==> src/shared/sysctl_defines.svh <==
// constants for the system control port block: addresses, bit positions, reset values
`ifndef SYSCTL_DEFINES_SVH
`define SYSCTL_DEFINES_SVH

// ============================================================
// i/o address map, compare value and mask per on-board range
`define IO_ADDR_W          10
`define DEC_PIC_BASE       10'h020
`define DEC_PIC_MASK       10'h3f8
`define DEC_TIMER_BASE     10'h040
`define DEC_TIMER_MASK     10'h3f8
`define DEC_PPI_BASE       10'h060
`define DEC_PPI_MASK       10'h3f8
`define DEC_CTL_BASE       10'h0a0
`define DEC_CTL_MASK       10'h3f8
`define DEC_SOUND_BASE     10'h0c0
`define DEC_SOUND_MASK     10'h3f8
`define DEC_DISK_BASE      10'h0f0
`define DEC_DISK_MASK      10'h3f0
`define DEC_JOY_BASE       10'h200
`define DEC_JOY_MASK       10'h3f8
`define DEC_SERIAL_BASE    10'h2f8
`define DEC_SERIAL_MASK    10'h3f8
`define DEC_VIDEO_BASE     10'h3d0
`define DEC_VIDEO_MASK     10'h3f0
`define DEC_MODEM_BASE     10'h3f8
`define DEC_MODEM_MASK     10'h3f8

// ============================================================
// peripheral interface port index (low two address bits)
`define PPI_IDX_A          2'h0
`define PPI_IDX_B          2'h1
`define PPI_IDX_C          2'h2

// ============================================================
// control port bit positions
`define CTL_NMI_EN_BIT     7
`define CTL_IR_EN_BIT      6
`define CTL_T1_SEL_BIT     5
`define CTL_HRQ_INH_BIT    4

// ============================================================
// output port b bit positions
`define PB_T2_GATE_BIT     0
`define PB_SPK_GATE_BIT    1
`define PB_TEXT_BIT        2
`define PB_MOTOR_OFF_BIT   3
`define PB_BEEP_DIS_BIT    4
`define PB_SND_LO_BIT      5
`define PB_SND_HI_BIT      6

// ============================================================
// reset values
`define PA_RESET           8'h00
`define PB_RESET           8'h08
`define DATA_IDLE          8'h00

// ============================================================
// timing figures software must program into the external timer
`define IR_MOD_FREQ_HZ     40000
`define T1_FIXED_CLK_HZ    1192500

`endif

==> src/shared/sysctl_pkg.sv <==
// types shared by the system control port block
package sysctl_pkg;

  // ============================================================
  // one select per on-board i/o range
  typedef struct packed {
    logic pic;
    logic timer;
    logic ppi;
    logic ctl;
    logic sound;
    logic diskette;
    logic joystick;
    logic serial;
    logic video;
    logic modem;
  } dev_sel_t;

  // ============================================================
  // sound source codes on the steering outputs
  typedef enum logic [1:0] {
    SND_TIMER2   = 2'b00,
    SND_CASSETTE = 2'b01,
    SND_CHANNEL  = 2'b10,
    SND_COMPLEX  = 2'b11
  } snd_src_t;

  // ============================================================
  // state of the keyboard latch module
  typedef struct packed {
    logic kbd_data_q;
    logic latched;
  } kbd_state_t;

  // ============================================================
  // state of the top block
  typedef struct packed {
    logic       rd_n_q;
    logic       wr_n_q;
    logic       nmi_enable_bit;
    logic       infrared_loopback_enable;
    logic       timer1_clock_select;
    logic [7:0] keystroke_scratch;
    logic [7:0] control_out;
    logic [7:0] rdata;
    logic       rdata_oe;
    logic       nmi;
    logic       ir_emitter;
    logic       timer1_clk;
    logic       speaker;
    logic       timer2_sound;
    logic       motor_on;
  } ctl_state_t;

endpackage

==> src/design/io_range_decoder.sv <==
// address decoder for the on-board i/o ranges
`timescale 1ns/1ps
`default_nettype none

module io_range_decoder
  import sysctl_pkg::*;
#(
  parameter int ADDR_W = 10
) (
  input  wire logic [ADDR_W-1:0] addr,
  input  wire logic              io_cycle,
  output dev_sel_t               sel,
  output logic                   any_hit
);

`include "sysctl_defines.svh"

  // ============================================================
  // match helper
  function automatic logic hit(input logic [ADDR_W-1:0] a,
                               input logic [ADDR_W-1:0] base,
                               input logic [ADDR_W-1:0] mask);
    hit = ((a & mask) == base);
  endfunction

  // ============================================================
  // each range compares only the bits it decodes
  always_comb begin
    sel.pic      = io_cycle & hit(addr, `DEC_PIC_BASE,    `DEC_PIC_MASK);
    sel.timer    = io_cycle & hit(addr, `DEC_TIMER_BASE,  `DEC_TIMER_MASK);
    sel.ppi      = io_cycle & hit(addr, `DEC_PPI_BASE,    `DEC_PPI_MASK);
    sel.ctl      = io_cycle & hit(addr, `DEC_CTL_BASE,    `DEC_CTL_MASK);
    sel.sound    = io_cycle & hit(addr, `DEC_SOUND_BASE,  `DEC_SOUND_MASK);
    sel.diskette = io_cycle & hit(addr, `DEC_DISK_BASE,   `DEC_DISK_MASK);
    sel.joystick = io_cycle & hit(addr, `DEC_JOY_BASE,    `DEC_JOY_MASK);
    sel.serial   = io_cycle & hit(addr, `DEC_SERIAL_BASE, `DEC_SERIAL_MASK);
    sel.video    = io_cycle & hit(addr, `DEC_VIDEO_BASE,  `DEC_VIDEO_MASK);
    sel.modem    = io_cycle & hit(addr, `DEC_MODEM_BASE,  `DEC_MODEM_MASK);
    // anything else stays free for expansion adapters
    any_hit      = |sel;
  end

endmodule

`default_nettype wire

==> src/design/keyboard_nmi_latch.sv <==
// keyboard start-bit latch that raises the nmi
`timescale 1ns/1ps
`default_nettype none

module keyboard_nmi_latch
  import sysctl_pkg::*;
(
  input  wire logic clk,
  input  wire logic nrst,
  input  wire logic kbd_data,
  input  wire logic clear,
  output logic      latched
);

  kbd_state_t state_ff;
  kbd_state_t nxt_state;

  // ============================================================
  // set on the first rising edge only; set beats a same-cycle clear
  always_comb begin
    nxt_state            = state_ff;
    nxt_state.kbd_data_q = kbd_data;
    if (kbd_data && !state_ff.kbd_data_q) begin
      nxt_state.latched = 1'b1;
    end else if (clear) begin
      nxt_state.latched = 1'b0;
    end
  end

  // ============================================================
  // state register
  always_ff @(posedge clk or negedge nrst) begin
    if (!nrst) begin
      state_ff <= '0;
    end else begin
      state_ff <= nxt_state;
    end
  end

  assign latched = state_ff.latched;

endmodule

`default_nettype wire

==> src/design/system_control_ports.sv <==
// system control ports: i/o decode, nmi control port and peripheral port bits
//
// What this block does
// - decode only own i/o ranges, leave rest
// - nmi enable cleared at power-on
// - control bit 7 gates keyboard nmi
// - control bit 6 feeds timer2 to infrared
// - control bit 5 picks timer1 clock source
// - latch sets on first keyboard rising edge
// - control port read clears latch, no data
// - no new nmi until latch cleared
// - latch state readable on input bit 0
// - first output port is plain scratch storage
// - port b bit 0 gates timer2
// - port b bit 1 ands timer2 output
// - port b bit 2 steers video data
// - motor runs only when bits 3,4 low
// - port b bit 4 silences beeper, motor
// - port b bits 6,5 select sound source
// - cassette input loops timer2 when motor off
// - input bit 5 shows live timer2 output
// - keyboard data from cable else infrared
// - four active-low presence inputs read zero when present
`timescale 1ns/1ps
`default_nettype none

module system_control_ports
  import sysctl_pkg::*;
#(
  parameter int ADDR_W = 10
) (
  input  wire logic              CLK,
  input  wire logic              NRST,
  // processor i/o bus
  input  wire logic [ADDR_W-1:0] IO_ADDR,
  input  wire logic              IO_M,
  input  wire logic              IOR_N,
  input  wire logic              IOW_N,
  input  wire logic [7:0]        DATA_IN,
  output logic [7:0]             DATA_OUT,
  output logic                   DATA_OE,
  output dev_sel_t               DEV_SEL,
  output logic                   BOARD_DECODE,
  output logic                   NMI,
  // timer hookup
  input  wire logic              TIMER0_OUT,
  input  wire logic              TIMER2_OUT,
  input  wire logic              FIXED_T1_CLK,
  output logic                   TIMER1_CLK,
  output logic                   TIMER2_GATE,
  // sound, video and cassette
  output logic                   SPEAKER,
  output logic                   TIMER2_SOUND,
  output snd_src_t               AUDIO_SOURCE_SEL,
  output logic                   VIDEO_TEXT_STEER,
  output logic                   CASSETTE_MOTOR_ON,
  input  wire logic              CASSETTE_SHAPED_IN,
  // keyboard and infrared
  input  wire logic              KBD_CABLE_DATA,
  input  wire logic              IR_RX_DATA,
  output logic                   IR_EMITTER,
  // presence straps, active low
  input  wire logic              KBD_CABLE_PRESENT_N,
  input  wire logic              MODEM_PRESENT_N,
  input  wire logic              DISKETTE_PRESENT_N,
  input  wire logic              EXPANSION_PRESENT_N
);

`include "sysctl_defines.svh"

  ctl_state_t state_ff;
  ctl_state_t nxt_state;

  dev_sel_t   sel;
  logic       any_hit;
  logic       rd_start;
  logic       wr_start;
  logic       rd_active;
  logic       latch_clear;
  logic       kbd_latched;
  logic       keyboard_serial_in;
  logic       cassette_data_in;
  logic [7:0] status_in;

  // ============================================================
  // address decode of the on-board ranges
  io_range_decoder #(
    .ADDR_W   (ADDR_W)
  ) u_decode (
    .addr     (IO_ADDR),
    .io_cycle (IO_M),
    .sel      (sel),
    .any_hit  (any_hit)
  );

  // ============================================================
  // strobe edges: writes and the latch clear are taken once, in the first cycle the strobe is low
  assign rd_active   = IO_M & ~IOR_N;
  assign rd_start    = rd_active & state_ff.rd_n_q;
  assign wr_start    = IO_M & ~IOW_N & state_ff.wr_n_q;
  // any read in the control range clears the latch, whatever low bits
  assign latch_clear = rd_start & sel.ctl;

  // ============================================================
  // keyboard source and its start-bit latch
  // a cable plugged in overrides the infrared receiver
  assign keyboard_serial_in = KBD_CABLE_PRESENT_N ? IR_RX_DATA
                                                  : KBD_CABLE_DATA;

  keyboard_nmi_latch u_kbd_latch (
    .clk      (CLK),
    .nrst     (NRST),
    .kbd_data (keyboard_serial_in),
    .clear    (latch_clear),
    .latched  (kbd_latched)
  );

  // ============================================================
  // cassette input: tape data while the motor runs, timer2 wrap otherwise
  assign cassette_data_in = state_ff.motor_on ? CASSETTE_SHAPED_IN
                                              : TIMER2_OUT;

  // ============================================================
  // input port c assembly, straps pass through unchanged
  always_comb begin
    status_in    = `DATA_IDLE;
    status_in[0] = kbd_latched;
    status_in[1] = MODEM_PRESENT_N;
    status_in[2] = DISKETTE_PRESENT_N;
    status_in[3] = EXPANSION_PRESENT_N;
    status_in[4] = cassette_data_in;
    status_in[5] = TIMER2_OUT;
    status_in[6] = keyboard_serial_in;
    status_in[7] = KBD_CABLE_PRESENT_N;
  end

  // ============================================================
  // next state: writes, read data, derived outputs
  always_comb begin
    nxt_state        = state_ff;
    nxt_state.rd_n_q = ~rd_active;
    nxt_state.wr_n_q = ~(IO_M & ~IOW_N);

    // control port write; the hold-inhibit bit and bits 3..0 are dropped,
    // each bus master keeps its own copy of bit 4
    if (wr_start && sel.ctl) begin
      nxt_state.nmi_enable_bit           = DATA_IN[`CTL_NMI_EN_BIT];
      nxt_state.infrared_loopback_enable = DATA_IN[`CTL_IR_EN_BIT];
      nxt_state.timer1_clock_select      = DATA_IN[`CTL_T1_SEL_BIT];
    end

    // peripheral port writes; port c is input only, control word ignored
    if (wr_start && sel.ppi) begin
      unique case (IO_ADDR[1:0])
        `PPI_IDX_A: begin
          nxt_state.keystroke_scratch = DATA_IN;
        end
        `PPI_IDX_B: begin
          nxt_state.control_out = DATA_IN;
        end
        default: begin
          nxt_state.control_out = state_ff.control_out;
        end
      endcase
    end

    // read data: only the peripheral ports answer; the control range
    // read is a dummy and leaves the data bus undriven
    nxt_state.rdata_oe = rd_active & sel.ppi & (IO_ADDR[1:0] != 2'h3);
    nxt_state.rdata    = state_ff.rdata;
    if (rd_active && sel.ppi) begin
      unique case (IO_ADDR[1:0])
        `PPI_IDX_A: begin
          nxt_state.rdata = state_ff.keystroke_scratch;
        end
        `PPI_IDX_B: begin
          nxt_state.rdata = state_ff.control_out;
        end
        `PPI_IDX_C: begin
          nxt_state.rdata = status_in;
        end
        default: begin
          nxt_state.rdata = `DATA_IDLE;
        end
      endcase
    end

    // nmi follows the latch while enabled; a held latch gives no new edge
    nxt_state.nmi = kbd_latched & state_ff.nmi_enable_bit;

    // infrared diagnostic drive of timer2 into the emitter
    nxt_state.ir_emitter = state_ff.infrared_loopback_enable & TIMER2_OUT;

    // timer1 clock: fixed clock or cascade from timer0
    nxt_state.timer1_clk = state_ff.timer1_clock_select ? TIMER0_OUT
                                                        : FIXED_T1_CLK;

    // timer2 sound gated by the data bit
    nxt_state.timer2_sound = TIMER2_OUT & state_ff.control_out[`PB_SPK_GATE_BIT];

    // internal beeper silenced by the disable bit
    nxt_state.speaker = nxt_state.timer2_sound
                      & ~state_ff.control_out[`PB_BEEP_DIS_BIT];

    // motor runs only with both motor-off and relay-disable low
    nxt_state.motor_on = ~state_ff.control_out[`PB_MOTOR_OFF_BIT]
                       & ~state_ff.control_out[`PB_BEEP_DIS_BIT];
  end

  // ============================================================
  // state register; nmi enable clear out of reset keeps the nmi masked
  always_ff @(posedge CLK or negedge NRST) begin
    if (!NRST) begin
      state_ff                          <= '0;
      state_ff.rd_n_q                   <= 1'b1;
      state_ff.wr_n_q                   <= 1'b1;
      state_ff.nmi_enable_bit           <= 1'b0;
      state_ff.keystroke_scratch        <= `PA_RESET;
      state_ff.control_out              <= `PB_RESET;
      state_ff.rdata                    <= `DATA_IDLE;
    end else begin
      state_ff <= nxt_state;
    end
  end

  // ============================================================
  // outputs; decode selects are combinational chip selects
  assign DEV_SEL           = sel;
  assign BOARD_DECODE      = any_hit;
  assign DATA_OUT          = state_ff.rdata;
  assign DATA_OE           = state_ff.rdata_oe;
  assign NMI               = state_ff.nmi;
  assign IR_EMITTER        = state_ff.ir_emitter;
  assign TIMER1_CLK        = state_ff.timer1_clk;
  assign TIMER2_GATE       = state_ff.control_out[`PB_T2_GATE_BIT];
  assign TIMER2_SOUND      = state_ff.timer2_sound;
  assign SPEAKER           = state_ff.speaker;
  assign AUDIO_SOURCE_SEL  = snd_src_t'({state_ff.control_out[`PB_SND_HI_BIT],
                                         state_ff.control_out[`PB_SND_LO_BIT]});
  assign VIDEO_TEXT_STEER  = state_ff.control_out[`PB_TEXT_BIT];
  assign CASSETTE_MOTOR_ON = state_ff.motor_on;

endmodule

`default_nettype wire

==> config.mk <==
export PLATFORM = sky130hd
export DESIGN_NAME = system_control_ports
export DESIGN_NICKNAME = d
export VERILOG_FILES = /design/src/shared/sysctl_pkg.sv /design/src/design/io_range_decoder.sv /design/src/design/keyboard_nmi_latch.sv /design/src/design/system_control_ports.sv
export VERILOG_INCLUDE_DIRS = /design/src /design/src/shared
export SDC_FILE = /design/constraint.sdc
export NUM_CORES = 1
export LEC_CHECK = 0
export BUFFER_PORTS_ARGS = -buffer_cell sky130_fd_sc_hd__buf_4
export CAP_MARGIN = 20
export CORE_ASPECT_RATIO = 1.5
export CORE_MARGIN = 8
export CORE_UTILIZATION = 35
export DETAILED_ROUTE_END_ITERATION = 16
export MAX_ROUTING_LAYER = met4
export PLACE_DENSITY_LB_ADDON = 0.12
export SLEW_MARGIN = 20
export SYNTH_ARGS = -nofsm -noshare
export SYNTH_HDL_FRONTEND = slang
export SYNTH_SLANG_ARGS = --single-unit
==> constraint.sdc <==
create_clock -name CLK -period 1.7 [get_ports CLK]
set_input_delay 0.17 -clock CLK [delete_from_list [all_inputs] [get_ports CLK]]
set_output_delay 0.17 -clock CLK [all_outputs]
set_load 0.1 [all_outputs]
# Yosys cells after proc, flatten, opt, wreduce, memory -nomap -nowiden
# Cells that the tools add are included.
# Widths: inputs -> output; s select.
[totals] register_bits=38 inputBits=33 wordCells=74 output_inout_bits=30
[classes] n_reduce_logical=10 eq_ne=13 mux=6 bitwise_logic=28
[ops] op="$pmux 8 s3" count=1
[ops] op="$and 1x1->1" count=22
[ops] op="$eq 7x7->1 const B" count=3
[ops] op="$eq 7x4->1 const B" count=2
[ops] op="$eq 7x5->1 const B" count=2
[ops] op="$reduce_or 10->1" count=1
[ops] op="$eq 7x3->1 const B" count=1
[ops] op="$eq 6x4->1 const B" count=1
[ops] op="$eq 6x6->1 const B" count=1
[ops] op="$not 1->1" count=6
[ops] op="$mux 1" count=5
[ops] op="$logic_and 1x1->1" count=4
[ops] op="$reduce_and 2->1" count=2
[ops] op="$eq 2x1->1 const B" count=1
[ops] op="$eq 2x2->1 const B" count=1
[ops] op="$logic_not 2->1" count=1
[ops] op="$ne 2x2->1 const B" count=1
[ops] op="$reduce_bool 2->1" count=1
[ops] op="$logic_not 1->1" count=1

# Depth between registers and ports, before layout
[depth] depth_word=6 ltp_mapped=5 mapped_depth_nobuf=4

# Modules after synthesis
# Synthesis repeated with hierarchy kept, for this count alone.
[unflattened] hier_cells=160 area_unflattened_um2=1949.4
[modules_own_cells] mod="system_control_ports" seq_area_each_um2=904.6 cells_per_inst=122 area_per_inst_um2=1674.1 instances=1
[modules_own_cells] mod="io_range_decoder" seq_area_each_um2=0.0 cells_per_inst=33 area_per_inst_um2=205.2 instances=1
[modules_own_cells] mod="keyboard_nmi_latch" seq_area_each_um2=50.0 cells_per_inst=5 area_per_inst_um2=70.1 instances=1

# Least setup slack after synthesis
# Ideal clock, no wire load.
[synth_path] kind="input-to-output" startpoint="input port IO_ADDR[4]" endpoint="output port DEV_SEL[5] (netlist name)" required_ns=1.530 arrival_ns=2.560 path_buffers=0 path_slack_ns=-1.030 path_stages=2 path_cell_list="or2_2 > nor3_1"
[synth_rtl] element="from (decl)" line="system_control_ports.sv:35" rtl="input wire logic [ADDR_W-1:0] IO_ADDR,"
[synth_rtl] element="to (decl)" line="system_control_ports.sv:42" rtl="output dev_sel_t DEV_SEL,"

==> flow_summary.yaml <==
synthesis:
  ys_types: 34
  synth_cells: 167
  synth_seq_area_share_pct: 51.2
  async_flop_share_pct: 100
  synth-edff-count: 0
  avgSynthCellArea_um2: 11.2
  syn_area_mm2: 0.00186
  ys.flop_type: "dfrtp_1"
  syn_nets: 200
  yosysWarnings: 0
  ys_ff_latch: 38
critical_path:
  crit_type: "in -> out"
  end_kind: "primary output"
  start_kind: "primary input"
  crit_path_max_fanout: 3
  worstPathRequired_ns: 1.53
  arrival_ns: 1.51
layout:
  drive_above_1_share_pct: 50.6
  diodes: 0
  regMostFlops: "state_ff"
  final_cell_mix: "buf_4, dfrtp_1, nand2_1"
  nFillCells: 502
  area_delta_synth_final_pct: 40.5
  largest_register_ffs: 17
  fin_cells: 301
  final_common_cell: "buf_4"
  nNetsFinal: 265
flow_run:
  maxCapViolations: 0
global_route:
  grt_usage_pct: 13.2
  grt_pass1_vias: 1633
  grt_first_pass_wirelength_mm: 7.96
  grt_max_degree: 39
  grt_overflow: 0
  antenna_found_initial: 0
clocking:
  cts_sinks: 38
  cts_tree: "done"
  cts.path.max_buffers: 2
  clk_latency_ns: 0.28
  htree_levels: 2
  clk_pin_slew_ns: 0.07
  numCtsBuffers: 5
  root_buffer: "clkbuf_8"
sta:
  worst_slack_ns: 0.0230
  period_needed_ns: 1.68
  fin_crit_sh_pct: 98.6
  tightest_slew_ns: 0.556
  final_max_slew_viol_count: 0
  finalSetupViolCount: 0
  hold_viol_final: 0
  max-slew-margin-rel_pct: 62.8
  rsz0062_at_grt: "false"
  skew_ns: 0.00459
  fmax_mhz: 596
die:
  die_w_um: 75.6
  ioPinCount: 63
  start_util_pct: 36.4
  die_h_um: 105
  row_count: 32
  coreArea_mm2: 0.00512
  dieArea_mm2: 0.00796
placement:
  port_buffers: 61
  place.gp.congestion: 0.799
  dp_slack_ns: -0.0550
  dp_hpwl_mm: 3.85
  place.detailed.instances: 292
pwr:
  p_leak_nw: 1.29
  irDropWorstVdd_mv: 0.273
  total_power_mw: 1.80
  p_per_area_mw_per_mm2: 686
routing:
  ant_nets: 0
  drt-initial-drc-count: 64
  drtPass1Iterations: 4
  post-route-drc-count: 0
  routedWlPerCell_um: 16.0
  vias: 1456
  drt_wl_total_mm: 4.83
  viasPerCell: 4.84
status:
  status: "finished, final reports clean"
hold_path:
  min_path_type: "in -> reg"
[logic make-up (layout without fill, tap and decap cells)]
group / count (synthesis) / after routing / share of synthesized area, %
AND/OR/NAND/NOR: 58 / 58 / 17.1
multiplexers: 33 / 33 / 19.7
AO/OA/AOI/OAI: 21 / 21 / 6.31
buffers and inverters: 17 / 83 / 5.64
flip-flops: 38 / 38 / 51.2
[final timing paths]
check / startpoint / to / slack [ns] / cells after the start
min: IO_M / state_ff[34]$_DFF_PN1_ / 0.07 / 2
max reg2reg: state_ff[34]$_DFF_PN1_ / state_ff[23]$_DFFE_PN0P_ / 0.11 / 5
min in group asynchronous: NRST / SPEAKER$_DFF_PN0_ / 0.38 / 2
max: IO_ADDR[4] / DEV_SEL[3] / 0.02 / 5
min reg2reg: u_kbd_latch.state_ff[1]$_DFF_PN0_ / u_kbd_latch.latched$_DFFE_PN0P_ / 0.42 / 1
max in group asynchronous: NRST / state_ff[35]$_DFF_PN1_ / 0.95 / 2
[power by group]
| part | leakage [nW] | switching, mW | internal (mW) |
|---|---|---|---|
| clock | 0.0482 | 0.297 | 0.327 |
| sequential | 0.505 | 0.00548 | 0.918 |
| combinational | 0.739 | 0.145 | 0.103 |
| total | 1.29 | 0.448 | 1.35 |
[worst max-delay path, cell delays in order]
cell	delay (ns)
buf_4	0.12
or2_4	0.25
or4b_4	0.56
nor2_4	0.12
buf_4	0.29
[metrics by stage]
step / hold slack (ns) / area (um^2) / utilization [%] / TNS (ns)
after floorplan: -0.126 / 1970 / - / -0.772
after global placement: 0.155 / 2500 / 48.9 / -0.0382
after detailed placement: 0.167 / 2500 / 48.9 / -0.0550
after CTS: 0.0611 / 2610 / 51.0 / 0
after global routing: 0.0675 / 2620 / 51.1 / 0
final: 0.0678 / 2620 / 51.1 / 0
[final cells by class]
| class | instances | area, um^2 | area share (%) |
|---|---|---|---|
| multi-input cells | 112 | 907 | 34.7 |
| clock inverters | 1 | 5.00 | 0.191 |
| flip-flops and latches | 38 | 955 | 36.5 |
| repair buffers | 72 | 568 | 21.7 |
| well taps | 68 | 85.1 | 3.25 |
| clock buffers | 7 | 86.3 | 3.30 |
| inverters | 3 | 11.3 | 0.430 |
[synth_stat cells, types with 4 or more instances]
master   number  area share [%]
mux2i_1      12             6.4
a21oi_1       9             2.4
nor2_1       18             3.6
buf_4        11             4.4
nand2_1      14             2.8
o21ai_0       8             2.1
and2_1        4             1.3
dfrtp_1      35              47
mux2_2       16             9.7
[timing repair]
action | CTS | global route
resized for setup | 2 | 1
buffers inserted | 0 | 0
hold endpoints to repair | 35 | 0
hold buffers | 1 | 0
setup endpoints to repair | 1 | 1
[metal layers]
metal | up-vias | GRT usage, % | part of all wire (%)
li1 | 700 | - | -
met1 | 699 | 14.3 | 41
met2 | 51 | 22.3 | 52
met3 | 6 | 3.04 | 5.4
met4 | 0 | 5.25 | 1.7
met5 | - | - | 0
No activity file was read; power rests on OpenSTA's default activity.
